<file path="config.mk">
export PLATFORM = sky130hd
export DESIGN_NAME = loop_clock_gen
export DESIGN_NICKNAME = d
export VERILOG_FILES = /design/src/hdl/loop_clock_gen.v
export VERILOG_INCLUDE_DIRS = /design/src /design/src/hdl
export SDC_FILE = /design/constraint.sdc
export NUM_CORES = 1
export LEC_CHECK = 0
export BUFFER_PORTS_ARGS = -buffer_cell sky130_fd_sc_hd__buf_2
export CELL_PAD_IN_SITES_DETAIL_PLACEMENT = 2
export CELL_PAD_IN_SITES_GLOBAL_PLACEMENT = 2
export CORE_ASPECT_RATIO = 1.4
export CORE_MARGIN = 2
export CORE_UTILIZATION = 37
export CTS_CLUSTER_DIAMETER = 100
export DETAILED_ROUTE_END_ITERATION = 12
export GPL_ROUTABILITY_DRIVEN = 0
export PLACE_DENSITY = 0.86
export SLEW_MARGIN = 20
export SYNTH_ARGS = -nofsm -noshare
export SYNTH_HDL_FRONTEND = slang
export SYNTH_SLANG_ARGS = --single-unit
export TNS_END_PERCENT = 100
</file>
<file path="constraint.sdc">
create_clock -name clk_sys -period 6.6 [get_ports clk_sys]
set_clock_uncertainty 0.1 [all_clocks]
set_input_delay 1.65 -clock clk_sys [delete_from_list [all_inputs] [get_ports clk_sys]]
set_output_delay 1.65 -clock clk_sys [all_outputs]
set_load 0.01 [all_outputs]
</file>
<file path="src/hdl/clock_gen_regs.vh">
/*
   Constants for the loop clock generator and supervisor: register
   offsets, field positions, reset values and timing counts.
   Assumes a 32-bit classic Wishbone slave on a 25 MHz system clock.
*/
// Summary of operation
// - Reference divides oscillator by field plus one
// - Feedback divides by twice the multiplier plus two
// - Bus clock is selected source clock halved
// - Core twice bus; bus drives pin
// - Acquisition mode holds fine flag cleared
// - Auto mode: fine flag follows tolerances
// - Auto select lets detector switch modes
// - Read-only in-tolerance lock flag
// - Lock flag toggle requests interrupt if enabled
// - Manual mode: software writes coarse bit
// - Power-down ignored while loop selected
// - Source switch freezes clocks, bounded time
// - Self clock uses loop at minimum
// - Monitor fail: self clock or reset
// - Monitor enable gates failure detection
// - Quality check starts on listed events
// - Window 50000 loop cycles, 4096 edges
// - Quality check runs alongside fail handling
// - Pending check forces loop, regulator on
// - Watchdog off at reset, seven rates
// - 55 then AA restarts watchdog period
// - Rate field selects timeout, nonzero starts
// - Other service value causes watchdog reset
// - Windowed mode: early write resets
`ifndef CLOCK_GEN_REGS_VH
`define CLOCK_GEN_REGS_VH

// -------------------------------------------------------------
// Register byte offsets
// -------------------------------------------------------------
`define OFS_REF_DIV     6'h00
`define OFS_MULT        6'h04
`define OFS_FLAGS       6'h08
`define OFS_CTRL        6'h0c
`define OFS_WD_CFG      6'h10
`define OFS_WD_SERVICE  6'h14

// -------------------------------------------------------------
// Field positions
// -------------------------------------------------------------
`define FLG_LOCK_CHG    0
`define FLG_LOCK        1
`define FLG_TRACK       2
`define FLG_SELF_CLK    3
`define CTL_IRQ_EN      0
`define CTL_AUTO        1
`define CTL_ACQ         2
`define CTL_PWR_ON      3
`define CTL_MON_EN      4
`define CTL_SELF_EN     5
`define CTL_LOOP_SEL    6
`define WD_WINDOWED     7

// -------------------------------------------------------------
// Reset values and codes
// -------------------------------------------------------------
`define CTRL_RESET      7'h3e
`define SVC_ARM         8'h55
`define SVC_RESTART     8'haa

// -------------------------------------------------------------
// Timing counts
// -------------------------------------------------------------
`define MONITOR_CYCLES  8'h40
`define CHECK_WINDOW    50000
`define OSC_OK_EDGES    4096
`define SWITCH_EDGES    3'h4

`endif

</file>
<file path="src/hdl/loop_clock_gen.v">
/*
   Loop clock generator and supervisor: dividers, bus and core clocks,
   lock status, source switch, clock monitor, quality check, watchdog.
   Assumes oscillator and loop clocks arrive as pins oversampled by
   clk_sys, so both must stay well below half of 25 MHz.
*/
// The implementer's own choices: the Wishbone slave port and the register addresses.
`timescale 1ns/1ps
`default_nettype none
`include "clock_gen_regs.vh"
module loop_clock_gen #(
   parameter CHECK_WINDOW = `CHECK_WINDOW,
   parameter OSC_OK_EDGES = `OSC_OK_EDGES
) (
   input  wire        clk_sys,
   input  wire        reset,
   input  wire        wb_cyc_i,
   input  wire        wb_stb_i,
   input  wire        wb_we_i,
   input  wire [5:0]  wb_adr_i,
   input  wire [3:0]  wb_sel_i,
   input  wire [31:0] wb_dat_i,
   output reg  [31:0] wb_dat_o,
   output reg         wb_ack_o,
   input  wire        osc_clock,
   input  wire        loop_output_clock,
   input  wire        track_in_tol,
   input  wire        lock_in_tol,
   input  wire        por_event,
   input  wire        lvr_event,
   input  wire        stop_wake_event,
   output reg         reference_clock,
   output reg         feedback_clock,
   output reg         core_clock,
   output reg         external_bus_clock_pin,
   output reg         acq_mode,
   output reg         loop_power,
   output reg         voltage_regulator,
   output reg         clocks_frozen,
   output reg         tolerance_irq,
   output reg         monitor_reset,
   output reg         watchdog_reset,
   output reg         self_clock_mode
);
   // -------------------------------------------------------------
   // Declarations
   // -------------------------------------------------------------
   localparam SW_IDLE = 2'b00; // Source switch states
   localparam SW_OSC  = 2'b01;
   localparam SW_LOOP = 2'b10;
   reg  [3:0]  s1_r, s2_r, s3_r, clean_r; // Pin synchronisers, agreed levels
   wire [3:0]  clean_nxt;                 // Next agreed levels
   wire        osc_rise, loop_rise;       // Synced rising edges
   reg  [3:0]  ref_div_r, ref_cnt_r;      // Reference divider field and count
   reg  [5:0]  mult_r;                    // Multiplier field
   reg  [6:0]  ctrl_r;                    // Control bits
   reg  [2:0]  wd_rate_r, sw_cnt_r;       // Watchdog rate, edges seen in switch
   reg         wd_win_r, wd_cfg_done_r;   // Windowed watchdog, config written
   reg         wd_armed_r, lock_chg_r;    // 55 seen, sticky lock toggle
   reg  [6:0]  fb_cnt_r;                  // Feedback divider count
   reg  [1:0]  sw_state_r;                // Source switch state
   reg         src_loop_r, qc_busy_r;     // Source is loop, check pending
   reg  [7:0]  mon_cnt_r;                 // Cycles without osc edge
   reg  [15:0] qc_win_r;                  // Window loop cycles
   reg  [12:0] qc_edges_r;                // Osc edges in window
   reg  [24:0] wd_cnt_r;                  // Watchdog count
   wire        req, wr, wd_on;            // Request, write landing, watchdog on
   wire [24:0] wd_limit;                  // Timeout in osc cycles
   wire        mon_fail, want_loop;       // Monitor failure, requested source
   wire        lock_flag, track_flag;     // Synced lock flag, fine mode flag
   // Timeout length for a rate code
   function [24:0] wd_period;
      input [2:0] rate;
      begin
         case (rate)
            3'h1:    wd_period = 25'h0004000;
            3'h2:    wd_period = 25'h0010000;
            3'h3:    wd_period = 25'h0040000;
            3'h4:    wd_period = 25'h0100000;
            3'h5:    wd_period = 25'h0400000;
            3'h6:    wd_period = 25'h0800000;
            3'h7:    wd_period = 25'h1000000;
            default: wd_period = 25'h0000000;
         endcase
      end
   endfunction
   // -------------------------------------------------------------
   // Pin synchronisers
   // -------------------------------------------------------------
   // A bit only moves once the second and third stages agree
   assign clean_nxt = (s3_r & ~(s2_r ^ s3_r)) | (clean_r & (s2_r ^ s3_r));
   assign osc_rise  = clean_nxt[0] & ~clean_r[0];
   assign loop_rise = clean_nxt[1] & ~clean_r[1];

   always @(posedge clk_sys or posedge reset) begin
      if (reset) begin
         s1_r    <= 4'h0;
         s2_r    <= 4'h0;
         s3_r    <= 4'h0;
         clean_r <= 4'h0;
      end else begin
         s1_r    <= {lock_in_tol, track_in_tol, loop_output_clock, osc_clock};
         s2_r    <= s1_r;
         s3_r    <= s2_r;
         clean_r <= clean_nxt;
      end
   end
   // Bus decode and status flags
   assign req       = wb_cyc_i & wb_stb_i;
   assign wr        = req & wb_we_i & wb_ack_o;
   assign wd_on     = (wd_rate_r != 3'h0);
   assign wd_limit  = wd_period(wd_rate_r);
   assign lock_flag = clean_r[3];
   // Manual mode: fine flag is the inverse of the coarse bit
   assign track_flag = ctrl_r[`CTL_AUTO] ? clean_r[2] : ~ctrl_r[`CTL_ACQ];
   // No failure while disabled or while edges keep coming
   assign mon_fail  = ctrl_r[`CTL_MON_EN] & (mon_cnt_r == `MONITOR_CYCLES);
   assign want_loop = ctrl_r[`CTL_LOOP_SEL] | self_clock_mode;
   // -------------------------------------------------------------
   // Wishbone slave and register writes
   // -------------------------------------------------------------
   // Ack one cycle after the request; writes land on the ack edge
   always @(posedge clk_sys or posedge reset) begin
      if (reset) begin
         wb_ack_o      <= 1'b0;
         wb_dat_o      <= 32'h00000000;
         ref_div_r     <= 4'h0;
         mult_r        <= 6'h00;
         ctrl_r        <= `CTRL_RESET;
         wd_rate_r     <= 3'h0;
         wd_win_r      <= 1'b0;
         wd_cfg_done_r <= 1'b0;
         lock_chg_r    <= 1'b0;
      end else begin
         wb_ack_o <= req & ~wb_ack_o;
         if (req & ~wb_ack_o & ~wb_we_i) begin
            case (wb_adr_i)
               `OFS_REF_DIV: wb_dat_o <= {28'h0000000, ref_div_r};
               `OFS_MULT:    wb_dat_o <= {26'h0000000, mult_r};
               `OFS_FLAGS:   wb_dat_o <= {28'h0000000, self_clock_mode,
                                          track_flag, lock_flag, lock_chg_r};
               `OFS_CTRL:    wb_dat_o <= {25'h0000000, ctrl_r};
               `OFS_WD_CFG:  wb_dat_o <= {24'h000000, wd_win_r, 4'h0, wd_rate_r};
               default:      wb_dat_o <= 32'h00000000; // Unmapped reads zero
            endcase
         end
         if (wr && wb_adr_i == `OFS_REF_DIV && wb_sel_i[0]) begin
            ref_div_r <= wb_dat_i[3:0];
         end
         if (wr && wb_adr_i == `OFS_MULT && wb_sel_i[0]) begin
            mult_r <= wb_dat_i[5:0];
         end
         if (wr && wb_adr_i == `OFS_CTRL && wb_sel_i[0]) begin
            ctrl_r <= wb_dat_i[6:0];
            // Power-down refused while the loop select bit is set
            if (ctrl_r[`CTL_LOOP_SEL] & ~wb_dat_i[`CTL_PWR_ON]) begin
               ctrl_r[`CTL_PWR_ON] <= 1'b1;
            end
         end else if (mon_fail & ctrl_r[`CTL_SELF_EN]) begin
            ctrl_r[`CTL_LOOP_SEL] <= 1'b0;
         end
         // Rate and window bits may be written only once
         if (wr && wb_adr_i == `OFS_WD_CFG && wb_sel_i[0] && !wd_cfg_done_r) begin
            wd_rate_r     <= wb_dat_i[2:0];
            wd_win_r      <= wb_dat_i[`WD_WINDOWED];
            wd_cfg_done_r <= 1'b1;
         end
         // Toggle sets win over a write-one clear in the same cycle
         if (clean_nxt[3] != clean_r[3]) begin
            lock_chg_r <= 1'b1;
         end else if (wr && wb_adr_i == `OFS_FLAGS && wb_sel_i[0] &&
                      wb_dat_i[`FLG_LOCK_CHG]) begin
            lock_chg_r <= 1'b0;
         end
      end
   end
   // -------------------------------------------------------------
   // Reference and feedback dividers
   // -------------------------------------------------------------
   // Each divider emits a one-cycle pulse per divided period
   always @(posedge clk_sys or posedge reset) begin
      if (reset) begin
         ref_cnt_r       <= 4'h0;
         fb_cnt_r        <= 7'h00;
         reference_clock <= 1'b0;
         feedback_clock  <= 1'b0;
      end else begin
         reference_clock <= 1'b0;
         feedback_clock  <= 1'b0;
         if (osc_rise) begin
            if (ref_cnt_r >= ref_div_r) begin
               ref_cnt_r       <= 4'h0;
               reference_clock <= 1'b1;
            end else begin
               ref_cnt_r <= ref_cnt_r + 4'h1;
            end
         end
         if (loop_rise) begin
            if (fb_cnt_r >= {mult_r, 1'b1}) begin
               fb_cnt_r       <= 7'h00;
               feedback_clock <= 1'b1;
            end else begin
               fb_cnt_r <= fb_cnt_r + 7'h01;
            end
         end
      end
   end
   // -------------------------------------------------------------
   // Source switch and clock outputs
   // -------------------------------------------------------------
   // Freeze for up to 4 osc then 4 loop edges when source changes
   always @(posedge clk_sys or posedge reset) begin
      if (reset) begin
         sw_state_r             <= SW_IDLE;
         sw_cnt_r               <= 3'h0;
         src_loop_r             <= 1'b0;
         clocks_frozen          <= 1'b0;
         core_clock             <= 1'b0;
         external_bus_clock_pin <= 1'b0;
      end else begin
         case (sw_state_r)
            SW_IDLE: begin
               if (want_loop != src_loop_r) begin
                  sw_state_r    <= SW_OSC;
                  sw_cnt_r      <= 3'h0;
                  clocks_frozen <= 1'b1;
               end
            end
            SW_OSC: begin
               if (osc_rise) begin
                  sw_cnt_r <= sw_cnt_r + 3'h1;
               end
               // A dead crystal gives no edges, so self clock skips them
               if (sw_cnt_r == `SWITCH_EDGES || self_clock_mode) begin
                  sw_state_r <= SW_LOOP;
                  sw_cnt_r   <= 3'h0;
               end
            end
            SW_LOOP: begin
               if (loop_rise) begin
                  sw_cnt_r <= sw_cnt_r + 3'h1;
               end
               if (sw_cnt_r == `SWITCH_EDGES) begin
                  sw_state_r    <= SW_IDLE;
                  src_loop_r    <= want_loop;
                  clocks_frozen <= 1'b0;
               end
            end
            default: begin
               sw_state_r <= SW_IDLE;
            end
         endcase
         // Core follows the source; bus is core halved, so 2:1
         if (!clocks_frozen) begin
            core_clock <= src_loop_r ? clean_r[1] : clean_r[0];
            if (src_loop_r ? loop_rise : osc_rise) begin
               external_bus_clock_pin <= ~external_bus_clock_pin;
            end
         end
      end
   end
   // -------------------------------------------------------------
   // Filter mode, power and interrupt outputs
   // -------------------------------------------------------------
   always @(posedge clk_sys or posedge reset) begin
      if (reset) begin
         acq_mode          <= 1'b1;
         loop_power        <= 1'b1;
         voltage_regulator <= 1'b1;
         tolerance_irq     <= 1'b0;
      end else begin
         // Auto: detector picks mode; manual: coarse bit does
         acq_mode <= ctrl_r[`CTL_AUTO] ? ~clean_r[2] : ctrl_r[`CTL_ACQ];
         loop_power        <= ctrl_r[`CTL_PWR_ON] | qc_busy_r;
         voltage_regulator <= qc_busy_r;
         tolerance_irq     <= lock_chg_r & ctrl_r[`CTL_IRQ_EN];
      end
   end
   // -------------------------------------------------------------
   // Clock monitor, self clock mode and quality checker
   // -------------------------------------------------------------
   always @(posedge clk_sys or posedge reset) begin
      if (reset) begin
         mon_cnt_r       <= 8'h00;
         monitor_reset   <= 1'b0;
         self_clock_mode <= 1'b0;
         qc_busy_r       <= 1'b1; // Power-on starts a check
         qc_win_r        <= 16'h0000;
         qc_edges_r      <= 13'h0000;
      end else begin
         monitor_reset <= 1'b0;
         if (osc_rise | ~ctrl_r[`CTL_MON_EN] | mon_fail) begin
            mon_cnt_r <= 8'h00;
         end else begin
            mon_cnt_r <= mon_cnt_r + 8'h01;
         end
         if (mon_fail) begin
            if (ctrl_r[`CTL_SELF_EN]) begin
               self_clock_mode <= 1'b1;
            end else begin
               monitor_reset <= 1'b1;
            end
         end
         // Check keeps running whatever the fail handling does
         if (por_event | lvr_event | stop_wake_event | mon_fail) begin
            qc_busy_r  <= 1'b1;
            qc_win_r   <= 16'h0000;
            qc_edges_r <= 13'h0000;
         end else if (qc_busy_r) begin
            if (qc_edges_r + {12'h000, osc_rise} >= OSC_OK_EDGES[12:0]) begin
               qc_busy_r       <= 1'b0;
               self_clock_mode <= 1'b0;
            end else if (loop_rise && qc_win_r + 16'h0001 >= CHECK_WINDOW[15:0]) begin
               qc_win_r   <= 16'h0000;
               qc_edges_r <= 13'h0000;
            end else begin
               qc_win_r   <= qc_win_r + {15'h0000, loop_rise};
               qc_edges_r <= qc_edges_r + {12'h000, osc_rise};
            end
         end
      end
   end
   // -------------------------------------------------------------
   // Watchdog
   // -------------------------------------------------------------
   // Counts oscillator edges; service writes restart or reset
   always @(posedge clk_sys or posedge reset) begin
      if (reset) begin
         wd_cnt_r       <= 25'h0000000;
         wd_armed_r     <= 1'b0;
         watchdog_reset <= 1'b0;
      end else begin
         watchdog_reset <= 1'b0;
         if (!wd_on) begin
            wd_cnt_r   <= 25'h0000000;
            wd_armed_r <= 1'b0;
         end else if (wr && wb_adr_i == `OFS_WD_SERVICE && wb_sel_i[0]) begin
            // Early write in windowed mode: first three quarters
            if (wd_win_r && wd_cnt_r < wd_limit - {2'b00, wd_limit[24:2]}) begin
               watchdog_reset <= 1'b1;
               wd_cnt_r       <= 25'h0000000;
               wd_armed_r     <= 1'b0;
            end else if (wb_dat_i[7:0] == `SVC_ARM) begin
               wd_armed_r <= 1'b1;
            end else if (wb_dat_i[7:0] == `SVC_RESTART) begin
               if (wd_armed_r) begin
                  wd_cnt_r <= 25'h0000000;
               end
               wd_armed_r <= 1'b0;
            end else begin
               watchdog_reset <= 1'b1;
               wd_cnt_r       <= 25'h0000000;
               wd_armed_r     <= 1'b0;
            end
         end else if (osc_rise) begin
            if (wd_cnt_r + 25'h0000001 >= wd_limit) begin
               watchdog_reset <= 1'b1;
               wd_cnt_r       <= 25'h0000000;
               wd_armed_r     <= 1'b0;
            end else begin
               wd_cnt_r <= wd_cnt_r + 25'h0000001;
            end
         end
      end
   end
endmodule
`default_nettype wire

</file>
==> impl_metrics.prom, run 1 <==
# TYPE chip_impl_metric gauge
chip_impl_metric{name="wire_per_inst",unit="um"} 21.73
chip_impl_metric{name="maxClockFrequency",unit="GHz"} 0.1994
chip_impl_metric{name="initial_core_util",unit="%"} 37.84
chip_impl_info{name="timing.critical_path.slowest_stage_cell",value="sky130_fd_sc_hd__dfrtp_1"} 1
chip_impl_metric{name="dr_wl_met2",unit="um"} 14710
chip_impl_metric{name="routed-via-count",unit=""} 7183
chip_impl_metric{name="avgSynthCellArea",unit="um^2"} 9.359
chip_impl_metric{name="grt_antenna_before_repair",unit=""} 0
chip_impl_info{name="outcome",value="completed"} 1
chip_impl_info{name="rsz0062_at_grt",value="no"} 1
chip_impl_metric{name="worstPathArrival",unit="ps"} 5230
chip_impl_metric{name="cts_h_tree_lvls",unit=""} 4
chip_impl_metric{name="power.static_leakage",unit="nW"} 4.177
chip_impl_metric{name="cts.reportedPaths.clkPinSlew",unit="ps"} 70
chip_impl_metric{name="maxSlewHeadroom",unit="%"} 18.92
chip_impl_metric{name="synth-edff-count",unit=""} 0
chip_impl_metric{name="drc_errors",unit=""} 0
chip_impl_metric{name="finalWorstSetupSlack",unit="ps"} 1584
chip_impl_metric{name="detail_routed_via_count_per_cell",unit=""} 5.821
chip_impl_metric{name="clock_sink_count",unit=""} 141
chip_impl_info{name="crit_chain",value="or3b_2 > ha_1 > a21o_1 > a21o_1 > a31oi_1 > mux2i_1 > ha_1 > a21o_1 > a21oi_1 > o211ai_1 > nor2_1 > o21ai_2 > clkinv_1 > nand4_2 > o311ai_0"} 1
chip_impl_metric{name="met1_routed_wirelength_after_detailed_routing",unit="um"} 10420
chip_impl_metric{name="yosysWarnings",unit=""} 0
chip_impl_info{name="worst_r2r_startpoint",value="wd_rate_r[2]"} 1
chip_impl_metric{name="vdd.ir_drop.worst",unit="mV"} 0.1871
chip_impl_info{name="synth_top_area_cell",value="sky130_fd_sc_hd__dfrtp_1"} 1
chip_impl_info{name="tritoncts_clock_tree",value="built"} 1
chip_impl_info{name="hp-start",value="s1_r[2]"} 1
chip_impl_metric{name="final_layout_size_suffix_gt1_share",unit="%"} 15.15
chip_impl_metric{name="slowest_delay",unit="ps"} 640
chip_impl_metric{name="actual_transition_at_the_worst_max_transition_pin",unit="ps"} 1205
chip_impl_metric{name="postRouteAntennaNets",unit=""} 0
chip_impl_metric{name="report.final.setup_viol",unit=""} 0
chip_impl_info{name="clock_tree.root_cell",value="sky130_fd_sc_hd__clkbuf_16"} 1
chip_impl_metric{name="tritoncts.num_buffers",unit=""} 17
chip_impl_info{name="kind_of_critical_path",value="reg2reg"} 1
chip_impl_info{name="top_ff_cell_synth",value="sky130_fd_sc_hd__dfrtp_1"} 1
chip_impl_info{name="holdPathEnd",value="s2_r[2]"} 1
chip_impl_metric{name="r2r_slack",unit="ps"} 1580
chip_impl_metric{name="port_buffers",unit=""} 47
chip_impl_metric{name="power.switching_fraction",unit="%"} 28.70
chip_impl_metric{name="coreArea",unit="um^2"} 21940
chip_impl_info{name="timing.critical_path.from",value="wd_rate_r[2]"} 1
chip_impl_metric{name="power.sequential.fraction",unit="%"} 43.7
chip_impl_metric{name="post_synth_num_cell_types",unit=""} 73
chip_impl_metric{name="dp_worst_setup_slack",unit="ps"} 1564
chip_impl_info{name="crit_path_start_kind",value="flop"} 1
chip_impl_metric{name="hold-path-cell-count",unit=""} 0
chip_impl_metric{name="switching_power",unit="mW"} 0.6122
chip_impl_metric{name="cellPowerDensity",unit="nW/um^2"} 229.5
chip_impl_metric{name="ctsHoldBuffers",unit=""} 0
chip_impl_metric{name="post_cts.resized_instances",unit=""} 0
chip_impl_metric{name="grt_remaining_overflow",unit=""} 0
chip_impl_info{name="uppermost_layer_routed",value="met4"} 1
chip_impl_metric{name="floorplan.io_pins",unit=""} 99
chip_impl_metric{name="grt_first_pass_wirelength",unit="um"} 44050
chip_impl_metric{name="synth_cells",unit=""} 887
chip_impl_metric{name="synth_top_area_share",unit="%"} 39.79
chip_impl_info{name="critPathCaptureType",value="flop"} 1
chip_impl_metric{name="total_count_of_hold_check_failures_in_the_final_report",unit=""} 0
chip_impl_metric{name="area_growth_syn_to_fin",unit="%"} 11.95
chip_impl_metric{name="drv_slew",unit=""} 0
chip_impl_metric{name="antennaDiodeCount",unit=""} 0
chip_impl_metric{name="insertion_delay",unit="ps"} 440
chip_impl_metric{name="mappedNetlistArea",unit="um^2"} 8302
chip_impl_metric{name="finish.net_count",unit=""} 1026
chip_impl_metric{name="crit_required",unit="ps"} 6820
chip_impl_metric{name="drt_iter0_drc",unit=""} 299
chip_impl_metric{name="post-cts-setup-buffer-count",unit=""} 0
chip_impl_metric{name="power.share.clock",unit="%"} 44.6
chip_impl_info{name="ys_top_cells_by_area",value="sky130_fd_sc_hd__dfrtp_1 40%, sky130_fd_sc_hd__ha_1 7.2%, sky130_fd_sc_hd__o21ai_0 4.4%"} 1
chip_impl_metric{name="place.detailed.instances",unit=""} 1202
chip_impl_metric{name="hpwl",unit="um"} 18390
chip_impl_metric{name="synth-async-reset-ratio",unit="%"} 100.0
chip_impl_metric{name="comb_power_share",unit="%"} 11.7
chip_impl_metric{name="ff2ff_path_depth",unit=""} 15
chip_impl_metric{name="min_period_over_period",unit="%"} 76.00
chip_impl_metric{name="critical_path.max_fanout",unit=""} 15
chip_impl_metric{name="power.internal",unit="mW"} 1.521
chip_impl_metric{name="route.met3.wl",unit="um"} 658
chip_impl_info{name="worst_path_most_repeated_cell",value="sky130_fd_sc_hd__a21o_1"} 1
chip_impl_metric{name="dieArea",unit="um^2"} 23670
chip_impl_metric{name="grt_pass1_vias",unit=""} 8112
chip_impl_metric{name="synth-seq-area-share",unit="%"} 42.64
chip_impl_metric{name="firstDrtPassIters",unit=""} 4
chip_impl_metric{name="final.setup.tns",unit="ps"} 0
chip_impl_metric{name="flops_latches_synth",unit=""} 141
chip_impl_metric{name="final_cell_utilization_of_the_core",unit="%"} 42.36
chip_impl_metric{name="grt_max_degree",unit=""} 60
chip_impl_metric{name="grtUsageTotal",unit="%"} 23.83
chip_impl_info{name="critical_path.reg2reg.endpoint",value="wd_cnt_r[12]"} 1
chip_impl_metric{name="post-route-min-period",unit="ps"} 5016
chip_impl_metric{name="route.final.wire_length",unit="um"} 26810
chip_impl_info{name="worst_hold_path_type",value="reg2reg"} 1
chip_impl_metric{name="maxCapViolations",unit=""} 0
chip_impl_metric{name="max_buffers_root_to_sink",unit=""} 2
chip_impl_metric{name="chipHeight",unit="um"} 181.2
chip_impl_metric{name="rows",unit=""} 64
chip_impl_metric{name="instances_no_fill",unit=""} 1234
chip_impl_metric{name="floorplan.die.width",unit="um"} 130.6
cells in the final DEF (no fill, tap or decap), types with 6 or more instances in the layout:
cell,instances
sky130_fd_sc_hd__nor3_1,9
sky130_fd_sc_hd__xor2_1,14
sky130_fd_sc_hd__ha_1,48
sky130_fd_sc_hd__xnor2_1,13
sky130_fd_sc_hd__conb_1,24
sky130_fd_sc_hd__nand4_1,24
sky130_fd_sc_hd__inv_1,37
sky130_fd_sc_hd__o31ai_1,20
sky130_fd_sc_hd__nand2b_1,8
sky130_fd_sc_hd__nand3b_1,8
sky130_fd_sc_hd__o21ai_0,72
sky130_fd_sc_hd__dfstp_2,9
sky130_fd_sc_hd__or3_1,6
sky130_fd_sc_hd__clkbuf_16,17
sky130_fd_sc_hd__dfrtp_1,132
sky130_fd_sc_hd__nor4_1,8
sky130_fd_sc_hd__and3_1,22
sky130_fd_sc_hd__a21o_1,13
sky130_fd_sc_hd__a21oi_1,20
sky130_fd_sc_hd__buf_2,47
sky130_fd_sc_hd__nor2b_1,18
sky130_fd_sc_hd__and2_1,8
sky130_fd_sc_hd__nand2_1,92
sky130_fd_sc_hd__buf_4,8
sky130_fd_sc_hd__nor2_1,65
sky130_fd_sc_hd__nand3_1,51
sky130_fd_sc_hd__a31oi_1,9
sky130_fd_sc_hd__mux2_2,20
synthesized netlist by cell type, types with 9 or more instances:
cell type and instances:
sky130_fd_sc_hd__dfrtp_1 132, sky130_fd_sc_hd__nand2_1 92, sky130_fd_sc_hd__o21ai_0 73, sky130_fd_sc_hd__nor2_1 65, sky130_fd_sc_hd__nand3_1 51, sky130_fd_sc_hd__ha_1 48, sky130_fd_sc_hd__inv_1 38, sky130_fd_sc_hd__buf_4 26
sky130_fd_sc_hd__nand4_1 24, sky130_fd_sc_hd__and3_1 22, sky130_fd_sc_hd__clkbuf_1 21, sky130_fd_sc_hd__a21oi_1 20, sky130_fd_sc_hd__mux2_2 20, sky130_fd_sc_hd__o31ai_1 20, sky130_fd_sc_hd__nor2b_1 18, sky130_fd_sc_hd__xor2_1 14
sky130_fd_sc_hd__a21o_1 13, sky130_fd_sc_hd__xnor2_1 13, sky130_fd_sc_hd__a31oi_1 9, sky130_fd_sc_hd__dfstp_2 9, sky130_fd_sc_hd__nor3_1 9
logic make-up (layout without fill, tap and decap cells):
| kind of cell | Yosys count | after routing | share of synthesized area (%) |
|---|---|---|---|
| xor+xnor | 27 | 27 | 2.849 |
| other cells | 1 | 24 | 0.04517 |
| compound gates | 190 | 190 | 14.80 |
| simple gates | 351 | 351 | 22.09 |
| buf+inv | 99 | 126 | 5.968 |
| flops | 141 | 141 | 42.64 |
| mux | 27 | 27 | 4.009 |
| fa+ha+maj | 51 | 51 | 7.596 |
power groups by stage:
stage / Clock, mW / Sequential (mW) / Combinational, mW
after floorplan: 0 / 0.936 / 0.165
after global placement: 0 / 0.940 / 0.217
after detailed placement: 0 / 0.945 / 0.235
after CTS: 0.975 / 0.931 / 0.253
after global routing: 0.998 / 0.936 / 0.278
final: 0.951 / 0.932 / 0.251
per-stage QoR:
stage          hold WS [ps]  total power, mW  cell area (um^2)
2_1_floorplan         231.2            1.101              8388
3_3_place_gp          233.1            1.157              8721
3_5_place_dp          235.6            1.180              8721
4_1_cts               256.3            2.159              9294
5_1_grt               264.2            2.212              9294
6_report              257.4            2.133              9294
critical path: cells and delay by family, from the launching register on:
family | cells | cell delay, ps
mux | 1 | 130
fa+ha+maj | 2 | 680
buf+inv | 1 | 260
flops | 1 | 640
compound gates | 8 | 1760
simple gates | 3 | 1330
cell type report:
cell class / instances / area, um^2
Timing Repair Buffer: 55 / 295.3
Sequential cell: 141 / 3540
Clock inverter: 13 / 130.1
Inverter: 39 / 151.4
Fill cell: 2419 / 12650
Tap cell: 297 / 371.6
Clock buffer: 19 / 442.9
Multi-Input combinational cell: 670 / 4363
state kept, by name, summed over array words and instances (netlist names), 4 cells and up, named ones only:
| signal | cells |
|---|---|
| ctrl_r | 7 |
| fb_cnt_r | 7 |
| mon_cnt_r | 8 |
| mult_r | 6 |
| qc_edges_r | 13 |
| qc_win_r | 16 |
| ref_cnt_r | 4 |
| ref_div_r | 4 |
| s1_r | 4 |
| s2_r | 4 |
| s3_r | 4 |
| wb_dat_o | 8 |
| wd_cnt_r | 25 |
layer usage:
| metal | up-vias | GRT usage (%) |
|---|---|---|
| li1 | 3231 | - |
| met1 | 3731 | 26.89 |
| met5 | - | 0 |
| met2 | 151 | 43.46 |
| met4 | 0 | 10.55 |
| met3 | 70 | 3.583 |
worst max path at each step:
stage                                 endpoint  slack, ps  depth (start not counted)
floorplan           asynchronous set/reset pin       1080                          1
global placement                  wd_cnt_r[12]       1690                          9
detailed placement                wd_cnt_r[12]       1560                          9
CTS                               wd_cnt_r[12]       1540                         15
global route                       wd_cnt_r[7]       1220                         18
finish                            wd_cnt_r[12]       1580                         15
Note: power is estimated with default switching activity, not from simulation.
==> inputs of run 2 (changes only) <==
Settings changed: ABC_AREA set to 1, CORE_UTILIZATION 37 to 35.
Clock period 6.6 ns to 5 ns, I/O delays scaled along.
==> run 2 against run 1 <==
Synthesized cell count is 26% higher. Core utilization decreased by 2.6 points. Cell area is 5.2% higher. Register-to-register slack got worse by 1100 ps. Combinational power up 33%. Critical path depth increased by 5. Count of clock-buffer cells in the layout unchanged. Die area grew 11%. Hold slack gained 4.4 ps. Largest power group unchanged. Highest routed layer unchanged.
==> impl_metrics.prom, run 2 <==
# TYPE chip_impl_metric gauge
chip_impl_metric{name="switching_power",unit="mW"} 0.8317
chip_impl_metric{name="synth-async-reset-ratio",unit="%"} 100.0
chip_impl_metric{name="grt_remaining_overflow",unit=""} 0
chip_impl_metric{name="r2r_slack",unit="ps"} 500
chip_impl_metric{name="detail_routed_via_count_per_cell",unit=""} 5.194
chip_impl_metric{name="hpwl",unit="um"} 19650
chip_impl_metric{name="actual_transition_at_the_worst_max_transition_pin",unit="ps"} 791.7
chip_impl_metric{name="grt_antenna_before_repair",unit=""} 0
chip_impl_metric{name="power.share.clock",unit="%"} 44.6
chip_impl_metric{name="ff2ff_path_depth",unit=""} 20
chip_impl_info{name="top_ff_cell_synth",value="sky130_fd_sc_hd__dfrtp_1"} 1
chip_impl_metric{name="drv_slew",unit=""} 0
chip_impl_metric{name="antennaDiodeCount",unit=""} 0
chip_impl_metric{name="instances_no_fill",unit=""} 1497
chip_impl_metric{name="route.final.wire_length",unit="um"} 28050
chip_impl_metric{name="finish.net_count",unit=""} 1271
chip_impl_metric{name="firstDrtPassIters",unit=""} 6
chip_impl_metric{name="synth_simple_gate_area_share",unit="%"} 29.26
chip_impl_info{name="synthTopCellsByCount",value="288 x sky130_fd_sc_hd__nand2_1, 152 x sky130_fd_sc_hd__inv_1, 132 x sky130_fd_sc_hd__dfrtp_1"} 1
chip_impl_metric{name="post_synth_num_cell_types",unit=""} 54
chip_impl_metric{name="synth_compound_gate_area_share",unit="%"} 7.765
chip_impl_metric{name="yosys.area_share.adder",unit="%"} 7.248
chip_impl_metric{name="maxSlewHeadroom",unit="%"} 46.73
chip_impl_metric{name="synth_top_area_share",unit="%"} 37.96
chip_impl_metric{name="floorplan.io_pins",unit=""} 99
chip_impl_info{name="mostFrequentLayoutCell",value="sky130_fd_sc_hd__nand2_1"} 1
chip_impl_info{name="synth_most_common_cell",value="sky130_fd_sc_hd__nand2_1"} 1
chip_impl_metric{name="clock_sink_count",unit=""} 141
chip_impl_metric{name="max_buffers_root_to_sink",unit=""} 2
chip_impl_metric{name="power.internal",unit="mW"} 2.042
chip_impl_metric{name="ctsHoldBuffers",unit=""} 0
chip_impl_info{name="ys_top_cells_by_area",value="sky130_fd_sc_hd__dfrtp_1 38%, sky130_fd_sc_hd__nand2_1 12%, sky130_fd_sc_hd__ha_1 6.9%"} 1
chip_impl_info{name="critPathCaptureType",value="flop"} 1
chip_impl_metric{name="drc_errors",unit=""} 0
chip_impl_metric{name="multiplexer_fraction_of_the_synthesized_cell_area",unit="%"} 0.1294
chip_impl_metric{name="crit_required",unit="ps"} 5260
chip_impl_metric{name="synth_cells",unit=""} 1115
chip_impl_metric{name="worstPathArrival",unit="ps"} 4760
chip_impl_metric{name="initial_core_util",unit="%"} 35.39
chip_impl_metric{name="min_period_over_period",unit="%"} 90.08
chip_impl_metric{name="synth-edff-count",unit=""} 0
chip_impl_metric{name="floorplan.die.width",unit="um"} 137.3
chip_impl_metric{name="grt_pass1_vias",unit=""} 9056
chip_impl_metric{name="power.static_leakage",unit="nW"} 4.852
chip_impl_info{name="worst_hold_path_type",value="reg2reg"} 1
chip_impl_metric{name="report.final.setup_viol",unit=""} 0
chip_impl_metric{name="place.detailed.instances",unit=""} 1464
chip_impl_info{name="holdPathEnd",value="s2_r[1]"} 1
chip_impl_info{name="hp-start",value="s1_r[1]"} 1
chip_impl_info{name="largest_registers",value="wd_cnt_r: 25 flops, qc_win_r: 16 flops, qc_edges_r: 13 flops"} 1
chip_impl_metric{name="postRouteAntennaNets",unit=""} 0
chip_impl_metric{name="hold-path-cell-count",unit=""} 0
chip_impl_metric{name="post_cts.resized_instances",unit=""} 0
chip_impl_metric{name="area_growth_syn_to_fin",unit="%"} 12.34
chip_impl_info{name="kind_of_critical_path",value="reg2reg"} 1
chip_impl_metric{name="insertion_delay",unit="ps"} 440
chip_impl_metric{name="final.setup.tns",unit="ps"} 0
chip_impl_info{name="layout_common_cells",value="288 x sky130_fd_sc_hd__nand2_1, 151 x sky130_fd_sc_hd__inv_1, 132 x sky130_fd_sc_hd__dfrtp_1, 92 x sky130_fd_sc_hd__nor2_1, 64 x sky130_fd_sc_hd__nand3_1"} 1
chip_impl_metric{name="comb_power_share",unit="%"} 11.7
chip_impl_metric{name="cts.reportedPaths.clkPinSlew",unit="ps"} 70
chip_impl_info{name="critical_path.reg2reg.endpoint",value="wd_cnt_r[0]"} 1
chip_impl_metric{name="synth-seq-area-share",unit="%"} 40.68
chip_impl_metric{name="wire_per_inst",unit="um"} 18.74
chip_impl_metric{name="flops_latches_synth",unit=""} 141
chip_impl_metric{name="cellPowerDensity",unit="nW/um^2"} 294.0
chip_impl_info{name="crit_path_start_kind",value="flop"} 1
chip_impl_metric{name="total_power",unit="mW"} 2.874
chip_impl_metric{name="grt_max_degree",unit=""} 86
chip_impl_metric{name="maxCapViolations",unit=""} 0
chip_impl_metric{name="maxClockFrequency",unit="GHz"} 0.2220
chip_impl_info{name="worst_r2r_startpoint",value="wd_rate_r[0]"} 1
chip_impl_metric{name="cts_h_tree_lvls",unit=""} 4
chip_impl_metric{name="yosysWarnings",unit=""} 0
chip_impl_metric{name="grtUsageTotal",unit="%"} 22.57
chip_impl_metric{name="final_layout_size_suffix_gt1_share",unit="%"} 11.68
chip_impl_metric{name="drt_iter0_drc",unit=""} 240
chip_impl_info{name="outcome",value="completed"} 1
chip_impl_info{name="synth_top_area_cell",value="sky130_fd_sc_hd__dfrtp_1"} 1
chip_impl_metric{name="critical_path.max_fanout",unit=""} 25
chip_impl_metric{name="vdd.ir_drop.worst",unit="mV"} 0.2430
chip_impl_metric{name="power.switching_fraction",unit="%"} 28.94
chip_impl_metric{name="total_count_of_hold_check_failures_in_the_final_report",unit=""} 0
chip_impl_metric{name="avgSynthCellArea",unit="um^2"} 7.803
chip_impl_metric{name="power.sequential.fraction",unit="%"} 43.8
chip_impl_metric{name="grt_first_pass_wirelength",unit="um"} 46040
chip_impl_info{name="clock_tree.root_cell",value="sky130_fd_sc_hd__clkbuf_16"} 1
chip_impl_metric{name="rows",unit=""} 68
chip_impl_metric{name="mappedNetlistArea",unit="um^2"} 8701
chip_impl_info{name="rsz0062_at_grt",value="no"} 1
chip_impl_info{name="registers.top_by_ff_count",value="wd_cnt_r"} 1
chip_impl_metric{name="routed-via-count",unit=""} 7776
chip_impl_metric{name="number_of_flip_flops_in_the_largest_register",unit=""} 25
chip_impl_metric{name="post_synth_xor_area_fraction",unit="%"} 4.429
chip_impl_info{name="main_combinational_cell_family_by_area_after_synthesis",value="simple AND/OR/NAND/NOR gates"} 1
chip_impl_metric{name="post-route-min-period",unit="ps"} 4504
chip_impl_metric{name="tritoncts.num_buffers",unit=""} 17
chip_impl_info{name="tritoncts_clock_tree",value="built"} 1
chip_impl_metric{name="dieArea",unit="um^2"} 26150
chip_impl_metric{name="post-cts-setup-buffer-count",unit=""} 0
chip_impl_metric{name="coreArea",unit="um^2"} 24590
chip_impl_metric{name="chipHeight",unit="um"} 190.6
chip_impl_metric{name="port_buffers",unit=""} 47
==> run 2: cell count changes after synthesis, sizes merged, moves of 11 or more <==
| cell | before | now |
|---|---|---|
| nand4 | 26 | 45 |
| xor2 | 14 | 28 |
| mux2 | 20 | 1 |
| nand2 | 92 | 295 |
| a21o | 13 | 2 |
| nor2b | 18 | 0 |
| nand3 | 53 | 67 |
| inv | 38 | 158 |
| o21ai | 77 | 49 |
| a21oi | 20 | 38 |
| clkbuf | 22 | 4 |
| and3 | 22 | 1 |
| o31ai | 20 | 4 |
| nor2 | 65 | 104 |
==> run 2: worst max path at each step <==
| stage | start | endpoint | slack (ps) | cells past startpoint |
|---|---|---|---|---|
| floorplan | wd_rate_r[2] | wd_cnt_r[5] | 1520 | 21 |
| detailed placement | wd_rate_r[0] | wd_cnt_r[0] | 580 | 20 |
| CTS | wd_rate_r[0] | wd_cnt_r[0] | 440 | 20 |
| global route | wd_rate_r[0] | wd_cnt_r[13] | 120 | 20 |
| global placement | wd_rate_r[0] | wd_cnt_r[0] | 840 | 20 |
| finish | wd_rate_r[0] | wd_cnt_r[0] | 500 | 20 |
==> run 2: per-stage QoR <==
| stage | worst slack (ps) | cell area [um^2] | hold slack (ps) | utilization [%] |
|---|---|---|---|---|
| after global placement | 841.7 | 9174 | 235.8 | 37.31 |
| after CTS | 439.8 | 9754 | 264.1 | 39.67 |
| final | 496.2 | 9774 | 261.8 | 39.75 |
| after global routing | 120.9 | 9774 | 268.6 | 39.75 |
| after floorplan | 1517 | 8791 | 231.2 | - |
| after detailed placement | 581.1 | 9174 | 237.9 | 37.31 |
==> run 2: cells by family after synthesis <==
| kind of cell | Yosys count |
|---|---|
| AOI/OAI and AO/OA | 115 |
| xor gates and xnor gates | 44 |
| adders and majority gates | 51 |
| buffers and inverters | 202 |
| DFF | 141 |
| muxes | 1 |
| other | 1 |
| and+or+nand+nor | 560 |
==> run 2: worst max-delay path, cell delays in order, from the launching register on <==
cell and delay (ps):
sky130_fd_sc_hd__dfrtp_1 470, sky130_fd_sc_hd__inv_1 130, sky130_fd_sc_hd__nor3_1 450, sky130_fd_sc_hd__inv_1 180, sky130_fd_sc_hd__ha_1 330, sky130_fd_sc_hd__a21oi_1 150, sky130_fd_sc_hd__o21bai_1 70, sky130_fd_sc_hd__a21oi_1 150
sky130_fd_sc_hd__nor2_1 60, sky130_fd_sc_hd__nor2_1 250, sky130_fd_sc_hd__nand3_1 130, sky130_fd_sc_hd__o21a_1 150, sky130_fd_sc_hd__ha_1 290, sky130_fd_sc_hd__a21oi_1 150, sky130_fd_sc_hd__o21ai_0 120, sky130_fd_sc_hd__a21oi_1 160
sky130_fd_sc_hd__nand3_1 210, sky130_fd_sc_hd__a21oi_4 220, sky130_fd_sc_hd__buf_4 360, sky130_fd_sc_hd__nand2_1 90, sky130_fd_sc_hd__o21ai_0 170
==> run 2: cell type report <==
cell class	count	area, um^2
sequential	141	3540
clock buffer	19	452.9
tap	315	394.1
timing repair buffer	55	320.3
inverter	159	600.6
fill	2892	14810
multi-input combinational	795	4339
clock inverter	13	127.6
==> run 2: layer usage <==
layer	up-vias	part of all wire [%]	track usage (%)
li1	3672	-	-
met1	3941	37	23.33
met2	107	58	43.74
met3	56	2.0	3.349
met4	0	2.9	10.11
met5	-	0	0
==> run 2: power by group through the flow <==
stage                     combinational (mW)  clock (mW)  sequential, mW
after detailed placement               0.334           0            1.28
final                                  0.335        1.28            1.26
after global placement                 0.317           0            1.27
after CTS                              0.343        1.32            1.26
after global routing                   0.388        1.37            1.27
after floorplan                        0.230           0            1.27
